**src/shared/adc_sel_defines.svh**
```systemverilog
/*
 channel codes, widths and timing counts for the channel select and
 result format block. assumes nothing beyond a SystemVerilog compiler.
*/
`ifndef ADC_SEL_DEFINES_SVH
`define ADC_SEL_DEFINES_SVH
`define CH_FLEX_LO 8'h00
`define CH_FLEX_HI 8'h07
`define CH_EXT_LO 8'h08
`define CH_EXT_HI 8'h0F
`define CH_TEMP 8'h1E
`define CH_VREG 8'h1F
`define CH_VREF 8'h1E
`define CH_SE_ALT 8'hC7
`define CH_DIG_LO 8'hC1
`define CH_DIG_HI 8'hF1
`define RAW_W 12
`define WORD_W 16
`define JUSTIFY_SHIFT 4
`define CONV_TIME_NS 2000
`define CLK_PERIOD_NS 25
`define CONV_CYCLES ((`CONV_TIME_NS + `CLK_PERIOD_NS - 1) / `CLK_PERIOD_NS)
`endif

```
**src/shared/adc_sel_pkg.sv**
```systemverilog
/*
 types used by the channel select block in its decode and sequencer.
 assumes adc_sel_defines.svh is on the include path.
*/
`default_nettype none
package adc_sel_pkg;
   typedef enum logic [2:0] {
      SRC_NONE = 3'b000,
      SRC_FLEX = 3'b001,
      SRC_EXT = 3'b010,
      SRC_TEMP = 3'b011,
      SRC_VREG = 3'b100,
      SRC_DIG = 3'b101
   } pos_src_t;
   typedef enum logic [2:0] {
      NEG_GND = 3'b000,
      NEG_FLEX = 3'b001,
      NEG_EXT = 3'b010,
      NEG_VREF = 3'b011,
      NEG_NONE = 3'b100
   } neg_src_t;
   typedef enum logic [1:0] {
      ST_IDLE = 2'b00,
      ST_CONV = 2'b01,
      ST_DONE = 2'b10
   } state_t;
endpackage
`default_nettype wire

```
**src/design/adc_channel_select_format.sv**
```systemverilog
/*
 channel decode, mux steering and sequencing of one shared converter.
 assumes the converter samples on ADC_START and answers with ADC_DONE;
 requests are synchronous to CLK.
*/
`default_nettype none
`include "adc_sel_defines.svh"
module adc_channel_select_format (
   input wire logic CLK,
   input wire logic RST_N,
   input wire logic REQ_VALID,
   output logic REQ_READY,
   input wire logic [7:0] POS_CODE,
   input wire logic [7:0] NEG_CODE,
   input wire logic SECOND_ANALOG_OUTPUT_EN,
   input wire logic OLD_REVISION,
   output logic [2:0] MUX_POS_SRC,
   output logic [3:0] MUX_POS_LINE,
   output logic [2:0] MUX_NEG_SRC,
   output logic [3:0] MUX_NEG_LINE,
   output logic DIFFERENTIAL,
   output logic REF_IS_REGULATOR,
   output logic ADC_START,
   input wire logic ADC_DONE,
   input wire logic [`RAW_W-1:0] ADC_RAW,
   output logic [7:0] DIG_SEL,
   input wire logic [`WORD_W-1:0] DIG_DATA,
   output logic RSP_VALID,
   output logic [`WORD_W-1:0] RSP_DATA,
   output logic RSP_INVALID
);
   // -------------------------------------------------
   // decode helpers
   // -------------------------------------------------
   function automatic logic in_range(input logic [7:0] c, input logic [7:0] lo, input logic [7:0] hi);
      in_range = (c >= lo) && (c <= hi);
   endfunction

   function automatic adc_sel_pkg::pos_src_t pos_decode(input logic [7:0] c);
      if (in_range(c, `CH_FLEX_LO, `CH_FLEX_HI)) begin
         pos_decode = adc_sel_pkg::SRC_FLEX;
      end else if (in_range(c, `CH_EXT_LO, `CH_EXT_HI)) begin
         pos_decode = adc_sel_pkg::SRC_EXT;
      end else if (c == `CH_VREG) begin
         pos_decode = adc_sel_pkg::SRC_VREG;
      end else if (c == `CH_TEMP) begin
         pos_decode = adc_sel_pkg::SRC_TEMP;
      end else if (in_range(c, `CH_DIG_LO, `CH_DIG_HI)) begin
         pos_decode = adc_sel_pkg::SRC_DIG;
      end else begin
         pos_decode = adc_sel_pkg::SRC_NONE;
      end
   endfunction

   function automatic adc_sel_pkg::neg_src_t neg_decode(input logic [7:0] c);
      if (c == `CH_VREG || c == `CH_SE_ALT) begin
         neg_decode = adc_sel_pkg::NEG_GND;
      end else if (in_range(c, `CH_FLEX_LO, `CH_FLEX_HI)) begin
         neg_decode = adc_sel_pkg::NEG_FLEX;
      end else if (in_range(c, `CH_EXT_LO, `CH_EXT_HI)) begin
         neg_decode = adc_sel_pkg::NEG_EXT;
      end else if (c == `CH_VREF) begin
         neg_decode = adc_sel_pkg::NEG_VREF;
      end else begin
         neg_decode = adc_sel_pkg::NEG_NONE;
      end
   endfunction

   // digital and refused requests never touch the converter
   function automatic logic needs_conv(input adc_sel_pkg::pos_src_t p, input logic bad);
      needs_conv = !bad && (p != adc_sel_pkg::SRC_DIG);
   endfunction

   // -------------------------------------------------
   // request decode
   // -------------------------------------------------
   adc_sel_pkg::pos_src_t pos_src;
   adc_sel_pkg::neg_src_t neg_src;
   logic req_bad;
   logic old_dac_mode;
   logic take;

   assign old_dac_mode = OLD_REVISION && SECOND_ANALOG_OUTPUT_EN;
   assign pos_src = pos_decode(POS_CODE);
   assign neg_src = neg_decode(NEG_CODE);
   // reference negative is meaningless while the regulator is the reference
   assign req_bad = (pos_src == adc_sel_pkg::SRC_NONE)
      || (pos_src != adc_sel_pkg::SRC_DIG && neg_src == adc_sel_pkg::NEG_NONE)
      || (pos_src != adc_sel_pkg::SRC_DIG && old_dac_mode && neg_src == adc_sel_pkg::NEG_VREF);

   // -------------------------------------------------
   // sequencer
   // -------------------------------------------------
   adc_sel_pkg::state_t state_r;
   logic digital_r;
   logic bad_r;
   logic [`WORD_W-1:0] word;

   // only idle accepts, so conversions never overlap on the one converter
   assign REQ_READY = (state_r == adc_sel_pkg::ST_IDLE);
   assign take = REQ_VALID && REQ_READY;

   always_ff @(posedge CLK) begin
      if (!RST_N) begin
         state_r <= adc_sel_pkg::ST_IDLE;
      end else begin
         case (state_r)
            adc_sel_pkg::ST_IDLE: begin
               if (take) begin
                  // digital and invalid requests skip the converter
                  if (!needs_conv(pos_src, req_bad)) begin
                     state_r <= adc_sel_pkg::ST_DONE;
                  end else begin
                     state_r <= adc_sel_pkg::ST_CONV;
                  end
               end
            end
            adc_sel_pkg::ST_CONV: begin
               if (ADC_DONE) begin
                  state_r <= adc_sel_pkg::ST_DONE;
               end
            end
            adc_sel_pkg::ST_DONE: begin
               state_r <= adc_sel_pkg::ST_IDLE;
            end
            default: begin
               state_r <= adc_sel_pkg::ST_IDLE;
            end
         endcase
      end
   end

   // mux settings hold for the whole conversion
   always_ff @(posedge CLK) begin
      if (!RST_N) begin
         MUX_POS_SRC <= 3'h0;
         MUX_POS_LINE <= 4'h0;
         MUX_NEG_SRC <= 3'h0;
         MUX_NEG_LINE <= 4'h0;
         DIFFERENTIAL <= 1'b0;
         DIG_SEL <= 8'h00;
      end else if (take) begin
         MUX_POS_SRC <= req_bad ? 3'h0 : pos_src;
         MUX_POS_LINE <= POS_CODE[3:0];
         MUX_NEG_SRC <= req_bad ? 3'h0 : neg_src;
         MUX_NEG_LINE <= NEG_CODE[3:0];
         DIFFERENTIAL <= (neg_src != adc_sel_pkg::NEG_GND);
         DIG_SEL <= POS_CODE;
      end
   end

   // request kind kept for the answer stage
   always_ff @(posedge CLK) begin
      if (!RST_N) begin
         digital_r <= 1'b0;
         bad_r <= 1'b0;
      end else if (take) begin
         digital_r <= (pos_src == adc_sel_pkg::SRC_DIG);
         bad_r <= req_bad;
      end
   end

   // registered so the reference select never glitches with the enables
   always_ff @(posedge CLK) begin
      if (!RST_N) begin
         REF_IS_REGULATOR <= 1'b0;
      end else begin
         REF_IS_REGULATOR <= old_dac_mode;
      end
   end

   // one-cycle pulse: take is only true while idle
   always_ff @(posedge CLK) begin
      if (!RST_N) begin
         ADC_START <= 1'b0;
      end else begin
         ADC_START <= take && needs_conv(pos_src, req_bad);
      end
   end

   // -------------------------------------------------
   // result
   // -------------------------------------------------
   result_format u_fmt (
      .raw(ADC_RAW),
      .digital(digital_r),
      .dig_word(DIG_DATA),
      .word(word)
   );

   // refused requests answer zero so no stale reading looks valid
   always_ff @(posedge CLK) begin
      if (!RST_N) begin
         RSP_VALID <= 1'b0;
         RSP_DATA <= 16'h0000;
         RSP_INVALID <= 1'b0;
      end else begin
         RSP_VALID <= (state_r == adc_sel_pkg::ST_DONE);
         if (state_r == adc_sel_pkg::ST_DONE) begin
            RSP_DATA <= bad_r ? 16'h0000 : word;
            RSP_INVALID <= bad_r;
         end
      end
   end
endmodule
`default_nettype wire

```
**src/design/result_format.sv**
```systemverilog
/*
 left-justifies a 12-bit converter sample into an unsigned 16-bit word.
 assumes the converter already gives offset binary for differential.
*/
`default_nettype none
`include "adc_sel_defines.svh"
module result_format (
   input wire logic [`RAW_W-1:0] raw,
   input wire logic digital,
   input wire logic [`WORD_W-1:0] dig_word,
   output logic [`WORD_W-1:0] word
);
   // converter samples read zero in the low four bits so the word steps by 16 from 0 to 65520; digital words pass dig_word as is
   always_comb begin
      if (digital) begin
         word = dig_word;
      end else begin
         word = {raw, {`JUSTIFY_SHIFT{1'b0}}};
      end
   end
endmodule
`default_nettype wire

```
**config.mk**
```make
export PLATFORM = sky130hd
export DESIGN_NAME = adc_channel_select_format
export DESIGN_NICKNAME = d
export VERILOG_FILES = /design/src/shared/adc_sel_pkg.sv /design/src/design/adc_channel_select_format.sv /design/src/design/result_format.sv
export VERILOG_INCLUDE_DIRS = /design/src /design/src/shared
export SDC_FILE = /design/constraint.sdc
export NUM_CORES = 1
export LEC_CHECK = 0
export ABC_AREA = 1
export BUFFER_PORTS_ARGS = -buffer_cell sky130_fd_sc_hd__buf_4
export CORE_UTILIZATION = 42
export DETAILED_ROUTE_END_ITERATION = 7
export GPL_TIMING_DRIVEN = 0
export PLACE_DENSITY = 0.87
export SYNTH_ARGS = -nofsm -noshare
export SYNTH_HDL_FRONTEND = slang
export SYNTH_SLANG_ARGS = --single-unit
```
**constraint.sdc**
```tcl
create_clock -name CLK -period 1.2 [get_ports CLK]
set_clock_uncertainty 0.2 [all_clocks]
set_input_delay 0.12 -clock CLK [delete_from_list [all_inputs] [get_ports CLK]]
set_output_delay 0.12 -clock CLK [all_outputs]
set_load 0.1 [all_outputs]
```
# Word level (Yosys, flattened, before mapping)
# Cells that the tools add are included.
dict set report totals {
  input_bits 50
  out_inout_bits 44
  regBits 47
  mem_count 0
  latchBits 0
  romBits 0
  ram_bits 0
}
dict set report op_classes {
  shifts 0
  n_reduce_logical 20
  order_cmp 10
  div 0
  n_mux 17
  addsub 0
  n_mul 0
  n_bitwise 0
  n_eq_ne 13
}
# operator count
set ops {}
lappend ops {{3-bit two-way mux} 11}
lappend ops {{8-bit by 5-bit == test with 1-bit output, second input constant} 4}
lappend ops {{16-bit two-way mux} 2}
lappend ops {{8-bit by 1-bit greater-or-equal comparator with 1-bit output, second input constant} 2}
lappend ops {{8-bit by 4-bit greater-or-equal comparator with 1-bit output, second input constant} 2}
lappend ops {{8-bit by 3-bit less-or-equal comparator with 1-bit output, second input constant} 2}
lappend ops {{8-bit by 4-bit less-or-equal comparator with 1-bit output, second input constant} 2}
lappend ops {{1-bit logical AND} 12}
lappend ops {{8-bit == test, second input constant} 1}
lappend ops {{8-bit greater-or-equal comparator, second input constant} 1}
lappend ops {{8-bit less-or-equal comparator, second input constant} 1}
lappend ops {{3-bit == test, second input constant} 2}
lappend ops {{2-bit two-way mux} 3}
lappend ops {{2-bit case mux with 2 select lines} 1}
lappend ops {{3-bit by 2-bit == test with 1-bit output, second input constant} 1}
lappend ops {{3-bit logical NOT} 1}
lappend ops {{1-bit logical OR} 3}
lappend ops {{3-bit inequality test, second input constant} 1}
lappend ops {{3-bit nonzero test} 1}
lappend ops {{2-bit by 1-bit == test with 1-bit output, second input constant} 1}
lappend ops {{2-bit == test, second input constant} 1}
lappend ops {{2-bit logical NOT} 1}
lappend ops {{2-bit by 1-bit inequality test with 1-bit output, second input constant} 1}
lappend ops {{2-bit inequality test, second input constant} 1}
lappend ops {{2 further kinds} 2}

# Longest topological paths before layout
# Gate-level depths: netlist of run 1.
dict set report logic_depth {
  word_depth 16
  mapped_depth 11
}

# By module
# Synthesis of run 1 repeated with hierarchy kept, for this count alone.
dict set report hier_totals {
  cells_unflattened 292
  hier_area_um2 2042.0
}
# module instances seq_area_each_um2 area_each_um2 cells_each
set modules_own_cells {}
lappend modules_own_cells {adc_channel_select_format 1 860.8 1840.5 244}
lappend modules_own_cells {result_format 1 0.0 201.4 48}

# Least setup slack after synthesis of run 1
# Ideal clock, no wire load.
dict set report synth_path {
  path_type {register to register}
  from {reg state_r[0]}
  to {reg MUX_NEG_SRC[2]}
  period_less_slack_ns 1.826
  required_ns 0.936
  n_path_buf 0
  setup_slack_ns -0.626
  arrival_ns 1.562
  stages_incl_launch_ff 8
  cell_sequence {dfxtp_1 nor2_4 nand2_4 inv_4 nand3_2 nor3_2 a21oi_1 nor2_2}
}
dict set report synth_between {
  elab_chain_len 2
}
# item line_no
set synth_lines {}
lappend synth_lines {{from (decl)} adc_channel_select_format.sv:94} ;# adc_sel_pkg::state_t state_r;
lappend synth_lines {{from (signal assigned)} adc_channel_select_format.sv:105} ;# state_r <= adc_sel_pkg::ST_IDLE;
lappend synth_lines {{from (signal assigned)} adc_channel_select_format.sv:112} ;# state_r <= adc_sel_pkg::ST_DONE;
lappend synth_lines {{from (signal assigned)} adc_channel_select_format.sv:114} ;# state_r <= adc_sel_pkg::ST_CONV;
lappend synth_lines {{2-bit logical NOT} adc_channel_select_format.sv:100} ;# assign REQ_READY = (state_r == adc_sel_pkg::ST_IDLE);
lappend synth_lines {{via REQ_READY} adc_channel_select_format.sv:12} ;# output logic REQ_READY,
lappend synth_lines {{1-bit logical AND} adc_channel_select_format.sv:101} ;# assign take = REQ_VALID && REQ_READY;
lappend synth_lines {{to (signal assigned)} adc_channel_select_format.sv:145} ;# MUX_NEG_SRC <= req_bad ? 3'h0 : neg_src;
lappend synth_lines {{to (decl)} adc_channel_select_format.sv:19} ;# output logic [2:0] MUX_NEG_SRC,
# The timed path passes the listed nets, and every way through them passes these cells.
# A chain may end at the register's enable or synchronous reset.

# Worst setup path after layout of run 1
dict set report layout_path {
  from {reg state_r[1]}
  to {reg RSP_DATA[9]}
}
dict set report layout_between {
  elab_chain_len 1
}
# item line_no
set layout_lines {}
lappend layout_lines {{2-bit == test} adc_channel_select_format.sv:199} ;# if (state_r == adc_sel_pkg::ST_DONE) begin
lappend layout_lines {{to (signal assigned)} adc_channel_select_format.sv:200} ;# RSP_DATA <= bad_r ? 16'h0000 : word;
lappend layout_lines {{to (decl)} adc_channel_select_format.sv:29} ;# output logic [`WORD_W-1:0] RSP_DATA,
# Every way passes these cells.

==> impl_metrics.py, run 1 <==
metrics = {
    "sta": {
        "final.period_utilization": 1.18,
        "worstMarginPinSlew_ns": 0.697,
        "report.final.hold_viol_count": 0,
        "period_minus_slack_ns": 1.42,
        "worst_slack_ns": -0.218,
        "fin_tns_setup_ns": -7.03,
        "final_max_slew_viol_count": 0,
        "rsz0062_at_grt": "true",
        "max_slew_margin": 0.535,
        "fmax_mhz": 705,
        "setup-violations-final": 45,
    },
    "detailed_routing": {
        "detail_route.first_pass.iterations": 4,
        "drtAntennaViolNets": 0,
        "finalWirelength_mm": 8.75,
        "wl_met3_um": 719,
        "routed_via_density": 5.19,
        "wl_met1_mm": 2.94,
        "detailroute.via_count": 2613,
        "dr.first_iter.drc_count": 149,
        "dr.max_layer_used": "met4",
        "routed_wire_length_per_instance_um": 17.4,
        "route.detailed.drc": 0,
        "wl_met2_mm": 4.75,
    },
    "power": {
        "switching_share": 0.378,
        "combPwrFrac": 0.393,
        "power_frac_clock": 0.247,
        "peakVddDrop_uv": 920,
        "leakagePower_nw": 1.87,
        "seq_power_share": 0.360,
        "power.density_cell_area_mw_per_mm2": 1070,
        "cell_internal_pwr_w": 0.00278,
        "power.switching_w": 0.00169,
        "design_power_total_w": 0.00447,
    },
    "hold_path": {
        "timing.hold.worst.class": "input pin to register",
    },
    "final_layout": {
        "area.growth.synth_to_final_pct": 102,
        "postLayoutCoreUtil": 0.886,
        "finalInstanceArea_mm2": 0.00418,
        "design.final.nets": 485,
        "share_of_final_layout_standard_cells_stronger_than_drive_strength_1": 0.530,
        "fin_cells": 503,
        "antenna_cells": 0,
    },
    "setup_path": {
        "crit_required_ns": 1.22,
        "endpoint_kind": "register",
        "timing.critical_path.fanout_max": 6,
        "crit_arrival_ns": 1.43,
        "worst_setup_path_start_kind": "register",
        "timing.setup.critical_path_class": "register to register",
    },
    "synthesis": {
        "synth_commonest_cells": "nand2_1, dfxtp_1, a21oi_1",
        "cell_taking_the_most_area_after_synthesis": "dfxtp_1",
        "average_cell_area_after_synthesis_um2": 7.30,
        "synthFlopType": "dfxtp_1",
        "synth_warnings": 0,
        "number_of_register_bits_inferred_by_synthesis": 43,
        "async_flop_share": 0,
        "postSynthCellCount": 284,
        "post-synth-top-area-fraction": 0.415,
        "synth_enable_flop_cells": 0,
        "seq_area_frac_synth": 0.415,
        "netlist_top_cells_area": "dfxtp_1, nand2_1, a21oi_1",
        "yosys.cell_count.top_type": "nand2_1",
        "total_nets_after_synthesis": 334,
        "distinct_cells_synth": 33,
        "mapped_area_mm2": 0.00207,
    },
    "run": {
        "cap_viol_max_count": 0,
    },
    "die": {
        "floorplan.die_area_mm2": 0.00522,
        "ioPinCount": 94,
        "fp.dieH_um": 72.3,
        "floorplan.core_area_mm2": 0.00472,
        "rows": 25,
        "floorplan.initialDensity": 0.439,
        "dieWidth_um": 72.3,
    },
    "cts": {
        "cts_tree": "done",
        "buffers_from_clock_root_to_sink_at_most": 2,
        "ctsHtreeMaxLevel": 2,
        "insertion_delay_ns": 0.30,
        "total_cts_buffers": 5,
        "clk_pin_slew_ns": 0.08,
        "cts.sinks": 43,
        "ctsRootBufferMaster": "clkbuf_8",
    },
    "global_route": {
        "grt_max_degree": 14,
        "antenna_found_initial": 0,
        "total_global_route_track_usage": 0.282,
        "wire_length_of_the_first_global_routing_pass_mm": 11.1,
        "global_route.overflow_total": 0,
        "number_of_global_route_vias_before_repair": 2518,
    },
    "placed_design": {
        "place.detailed.instances": 443,
        "finalWeightedCongestion": 0.886,
        "placement.cell_area_mm2": 0.00295,
        "dp_hpwl_mm": 4.11,
        "port-buffer-count": 92,
    },
    "run_status": {
        "status": "finished with violations",
        "violations": "negative setup slack",
    },
}
==> layer usage <==
metal,track usage,vias to the layer above
li1,-,1201
met1,0.266,1224
met2,0.556,151
met3,0.0875,37
met4,0.115,0
met5,0,-
==> sequential cells by signal, indices dropped and copies added, names as in the netlist, 2 cells and up <==
signal / flops
MUX_POS_LINE: 3
MUX_POS_SRC: 3
RSP_DATA: 16
DIG_SEL: 5
state_r: 2
MUX_NEG_LINE: 4
MUX_NEG_SRC: 3
==> cell families after synthesis <==
family,synth area share
compound gates,0.131
simple gates,0.352
flops,0.415
buf+inv,0.0923
mux,0.00965
==> per-stage QoR <==
stage	setup slack (ns)	hold WS (ns)
floorplan	-0.540	0.0495
global placement	-0.235	0.173
detailed placement	-0.255	0.178
CTS	-0.156	0.00239
global route	-0.281	0.0490
finish	-0.218	0.0132
==> layout make-up <==
cell class	instances	area (µm²)
Inverter	26	110
Clock buffer	7	108
Sequential cell	43	932
Multi-Input combinational cell	200	1160
Tap cell	67	83.8
Timing Repair Buffer	144	1650
Buffer	15	133
Clock inverter	1	5.00
Fill cell	215	541
==> layout by cell type (no fill, tap or decap), types with 2 or more instances in the layout <==
cell,netlist,final
buf_6,1,11
inv_2,7,7
nand4_1,3,3
o21ai_0,15,4
a21oi_1,29,17
dfxtp_1,43,2
o21ai_2,0,3
buf_4,5,56
nand2_1,90,80
dfxtp_4,0,8
nor2_4,5,6
buf_1,2,2
buf_8,0,20
o21ai_1,3,11
dlygate4sd3_1,0,43
nand3_4,1,2
inv_4,2,2
nand3_1,5,5
a21oi_2,1,13
buf_12,0,23
clkbuf_8,0,6
inv_1,17,16
nand2_2,4,12
nor2_2,8,8
dfxtp_2,0,33
mux2i_1,2,2
nor2_1,17,16
nand2_4,5,7
clkbuf_16,0,2
==> path summary, 6_finish.rpt <==
| check | startpoint | end | slack (ns) | cells past startpoint |
|---|---|---|---|---|
| min reg2reg | DIFFERENTIAL$_SDFFE_PN0P_ | DIFFERENTIAL$_SDFFE_PN0P_ | 0.28 | 2 |
| max | state_r[1]$_SDFFE_PN0P_ | RSP_DATA[9]$_SDFFE_PN0P_ | -0.22 | 7 |
| min | NEG_CODE[3] | MUX_NEG_SRC[0]$_SDFFE_PN0P_ | 0.01 | 6 |
| max reg2reg | state_r[1]$_SDFFE_PN0P_ | RSP_DATA[9]$_SDFFE_PN0P_ | -0.22 | 7 |
==> critical path: stages (launching register included) <==
cell and delay [ns]:
dfxtp_4 0.39, inv_4 0.05, nor2_4 0.11, inv_4 0.07
nor2_4 0.13, buf_6 0.16, nand2_2 0.07, a21oi_2 0.15
==> what timing repair did <==
action | CTS | global route
setup buffers | 4 | 3
setup endpoints to repair | 83 | 82
pin swaps | 5 | 13
hold buffers | 43 | 0
gates cloned | 1 | 1
endpoints found under the hold margin | 35 | 0
resized for setup | 79 | 82
==> power by group through the flow <==
stage          Sequential [W]  Clock [W]  Combinational (W)
2_1_floorplan         0.00211          0           0.000452
4_1_cts               0.00158    0.00111            0.00155
5_1_grt               0.00162    0.00118            0.00181
3_3_place_gp          0.00160          0            0.00128
6_report              0.00161    0.00110            0.00176
3_5_place_dp          0.00160          0            0.00130
Note: power is estimated with default switching activity, not from simulation.
==> run 2: changes to the inputs <==
--- a/config.mk
+++ b/config.mk
@@ -12,6 +12,7 @@
 export DETAILED_ROUTE_END_ITERATION = 7
 export GPL_TIMING_DRIVEN = 0
 export PLACE_DENSITY = 0.87
+export REMOVE_ABC_BUFFERS = 1
 export SYNTH_ARGS = -nofsm -noshare
 export SYNTH_HDL_FRONTEND = slang
 export SYNTH_SLANG_ARGS = --single-unit
==> impl_metrics.py, run 2 (same netlist as run 1, synthesis figures left out) <==
metrics = {
    "run_status": {
        "status": "finished with violations",
        "violations": "negative setup slack",
    },
    "setup_path": {
        "crit_path_top_delay_cell": "dfxtp_2",
        "ordered_list_of_cells_on_the_worst_path": "inv_2 > nor2_4 > inv_8 > nor2_4 > nand2_1 > a21oi_1",
        "critical_path.max_stage_delay_ns": 0.40,
        "critical_path.most_common_cell": "nor2_4",
        "timing.setup.critical_path_class": "register to register",
        "endpoint_kind": "register",
        "crit_required_ns": 1.22,
        "timing.critical_path.fanout_max": 6,
        "ff2ff_setup_slack_ns": -0.35,
        "crit_arrival_ns": 1.58,
        "worst_setup_path_start_kind": "register",
    },
    "sta": {
        "fin_tns_setup_ns": -10.83,
        "fmax_mhz": 644,
        "final.period_utilization": 1.29,
        "worst_slack_ns": -0.354,
        "final_max_slew_viol_count": 0,
        "setup-violations-final": 54,
        "period_minus_slack_ns": 1.55,
        "max_slew_margin": 0.625,
        "worstMarginPinSlew_ns": 0.560,
        "hold_ws_ns": 0.00495,
        "report.final.hold_viol_count": 0,
        "rsz0062_at_grt": "true",
    },
    "final_layout": {
        "finalInstanceArea_mm2": 0.00439,
        "commonest_non_fill_non_tap_cell_in_the_layout": "nand2_1",
        "regMostFlops": "RSP_DATA",
        "area.growth.synth_to_final_pct": 112,
        "mostFrequentLayoutCells": "nand2_1, buf_4, buf_12, dlygate4sd3_1, dfxtp_2",
        "share_of_final_layout_standard_cells_stronger_than_drive_strength_1": 0.575,
        "layout_top_registers": "RSP_DATA x16, DIG_SEL x5, MUX_NEG_LINE x4",
        "largest_register_ffs": 16,
        "design.final.nets": 489,
        "antenna_cells": 0,
        "postLayoutCoreUtil": 0.930,
    },
    "cts": {
        "insertion_delay_ns": 0.30,
        "ctsHtreeMaxLevel": 2,
        "clk_pin_slew_ns": 0.10,
        "cts_tree": "done",
        "ctsRootBufferMaster": "clkbuf_8",
        "buffers_from_clock_root_to_sink_at_most": 2,
        "total_cts_buffers": 5,
        "cts.sinks": 43,
    },
    "detailed_routing": {
        "finalWirelength_mm": 11.4,
        "route.detailed.drc": 0,
        "detail_route.first_pass.iterations": 5,
        "drtAntennaViolNets": 0,
        "detailroute.via_count": 2950,
        "dr.first_iter.drc_count": 332,
        "routed_wire_length_per_instance_um": 22.5,
        "routed_via_density": 5.82,
    },
    "power": {
        "cell_internal_pwr_w": 0.00293,
        "leakagePower_nw": 1.91,
        "seq_power_share": 0.340,
        "peakVddDrop_uv": 918,
        "power_frac_clock": 0.262,
        "combPwrFrac": 0.398,
        "switching_share": 0.389,
        "power.switching_w": 0.00187,
        "power.density_cell_area_mw_per_mm2": 1090,
    },
    "die": {
        "rows": 25,
        "dieWidth_um": 72.3,
        "ioPinCount": 94,
        "fp.dieH_um": 72.3,
        "floorplan.core_area_mm2": 0.00472,
        "floorplan.initialDensity": 0.439,
        "floorplan.die_area_mm2": 0.00522,
    },
    "placed_design": {
        "placement.cell_area_mm2": 0.00277,
        "dp_hpwl_mm": 3.69,
        "port-buffer-count": 93,
        "pre_cts_slack_ns": -0.532,
        "finalWeightedCongestion": 0.889,
    },
    "run": {
        "cap_viol_max_count": 0,
    },
    "global_route": {
        "global_route.overflow_total": 0,
        "total_global_route_track_usage": 0.359,
        "grt_max_degree": 22,
        "antenna_found_initial": 0,
        "number_of_global_route_vias_before_repair": 2839,
        "wire_length_of_the_first_global_routing_pass_mm": 14.1,
    },
    "hold_path": {
        "timing.hold.worst.class": "input pin to register",
    },
}
## run 2: timing repair
action / in CTS / in global routing
setup endpoints to repair: 85 / 70
pin swaps: 11 / 15
resized for setup: 197 / 64
endpoints found under the hold margin: 31 / 0
hold buffers: 41 / 0
cloned: 6 / 0
setup buffers: 14 / 10
## run 2: layer usage
| metal | track usage | up-vias | wire [µm] |
|---|---|---|---|
| li1 | - | 1217 | - |
| met1 | 0.340 | 1392 | 3820 |
| met2 | 0.698 | 253 | 5860 |
| met3 | 0.0847 | 88 | 928 |
| met4 | 0.203 | 0 | 817 |
| met5 | 0 | - | 0 |
## run 2: layout make-up
| cell class | instances | area, µm² |
|---|---|---|
| Sequential cell | 43 | 931 |
| Clock buffer | 6 | 82.6 |
| Multi-Input combinational cell | 201 | 1230 |
| Inverter | 26 | 120 |
| Timing Repair inverter | 4 | 31.3 |
| Timing Repair Buffer | 158 | 1880 |
| Fill cell | 160 | 329 |
| Tap cell | 67 | 83.8 |
| Clock inverter | 2 | 35.0 |
## run 2: per-stage QoR
stage / std cells / total power, W
2_1_floorplan: 269 / 0.00247
3_3_place_gp: 429 / 0.00280
3_5_place_dp: 429 / 0.00282
4_1_cts: 498 / 0.00448
5_1_grt: 507 / 0.00489
6_report: 507 / 0.00480
## run 2: worst max-delay path, delay by kind of cell, from the launching register on
family	cells	cell delay (ns)
AO/OA/AOI/OAI	1	0.17
buffers and inverters	2	0.14
flip-flops	1	0.40
AND/OR/NAND/NOR	3	0.57
## run 2: path summary, 6_finish.rpt
check / startpoint / depth (start not counted) / endpoint
setup reg to reg: state_r[1]$_SDFFE_PN0P_ / 6 / RSP_DATA[15]$_SDFFE_PN0P_
hold reg to reg: RSP_DATA[4]$_SDFFE_PN0P_ / 2 / RSP_DATA[4]$_SDFFE_PN0P_
setup / recovery: state_r[1]$_SDFFE_PN0P_ / 6 / RSP_DATA[15]$_SDFFE_PN0P_
hold / removal: RST_N / 3 / MUX_POS_LINE[1]$_SDFFE_PN0P_
## run 2: power groups by stage
stage               Sequential, W  Clock, W  Combinational [W]
finish                    0.00163   0.00126            0.00191
detailed placement        0.00159         0            0.00122
floorplan                 0.00217         0           0.000301
global placement          0.00159         0            0.00121
CTS                       0.00161   0.00119            0.00168
global route              0.00164   0.00130            0.00196
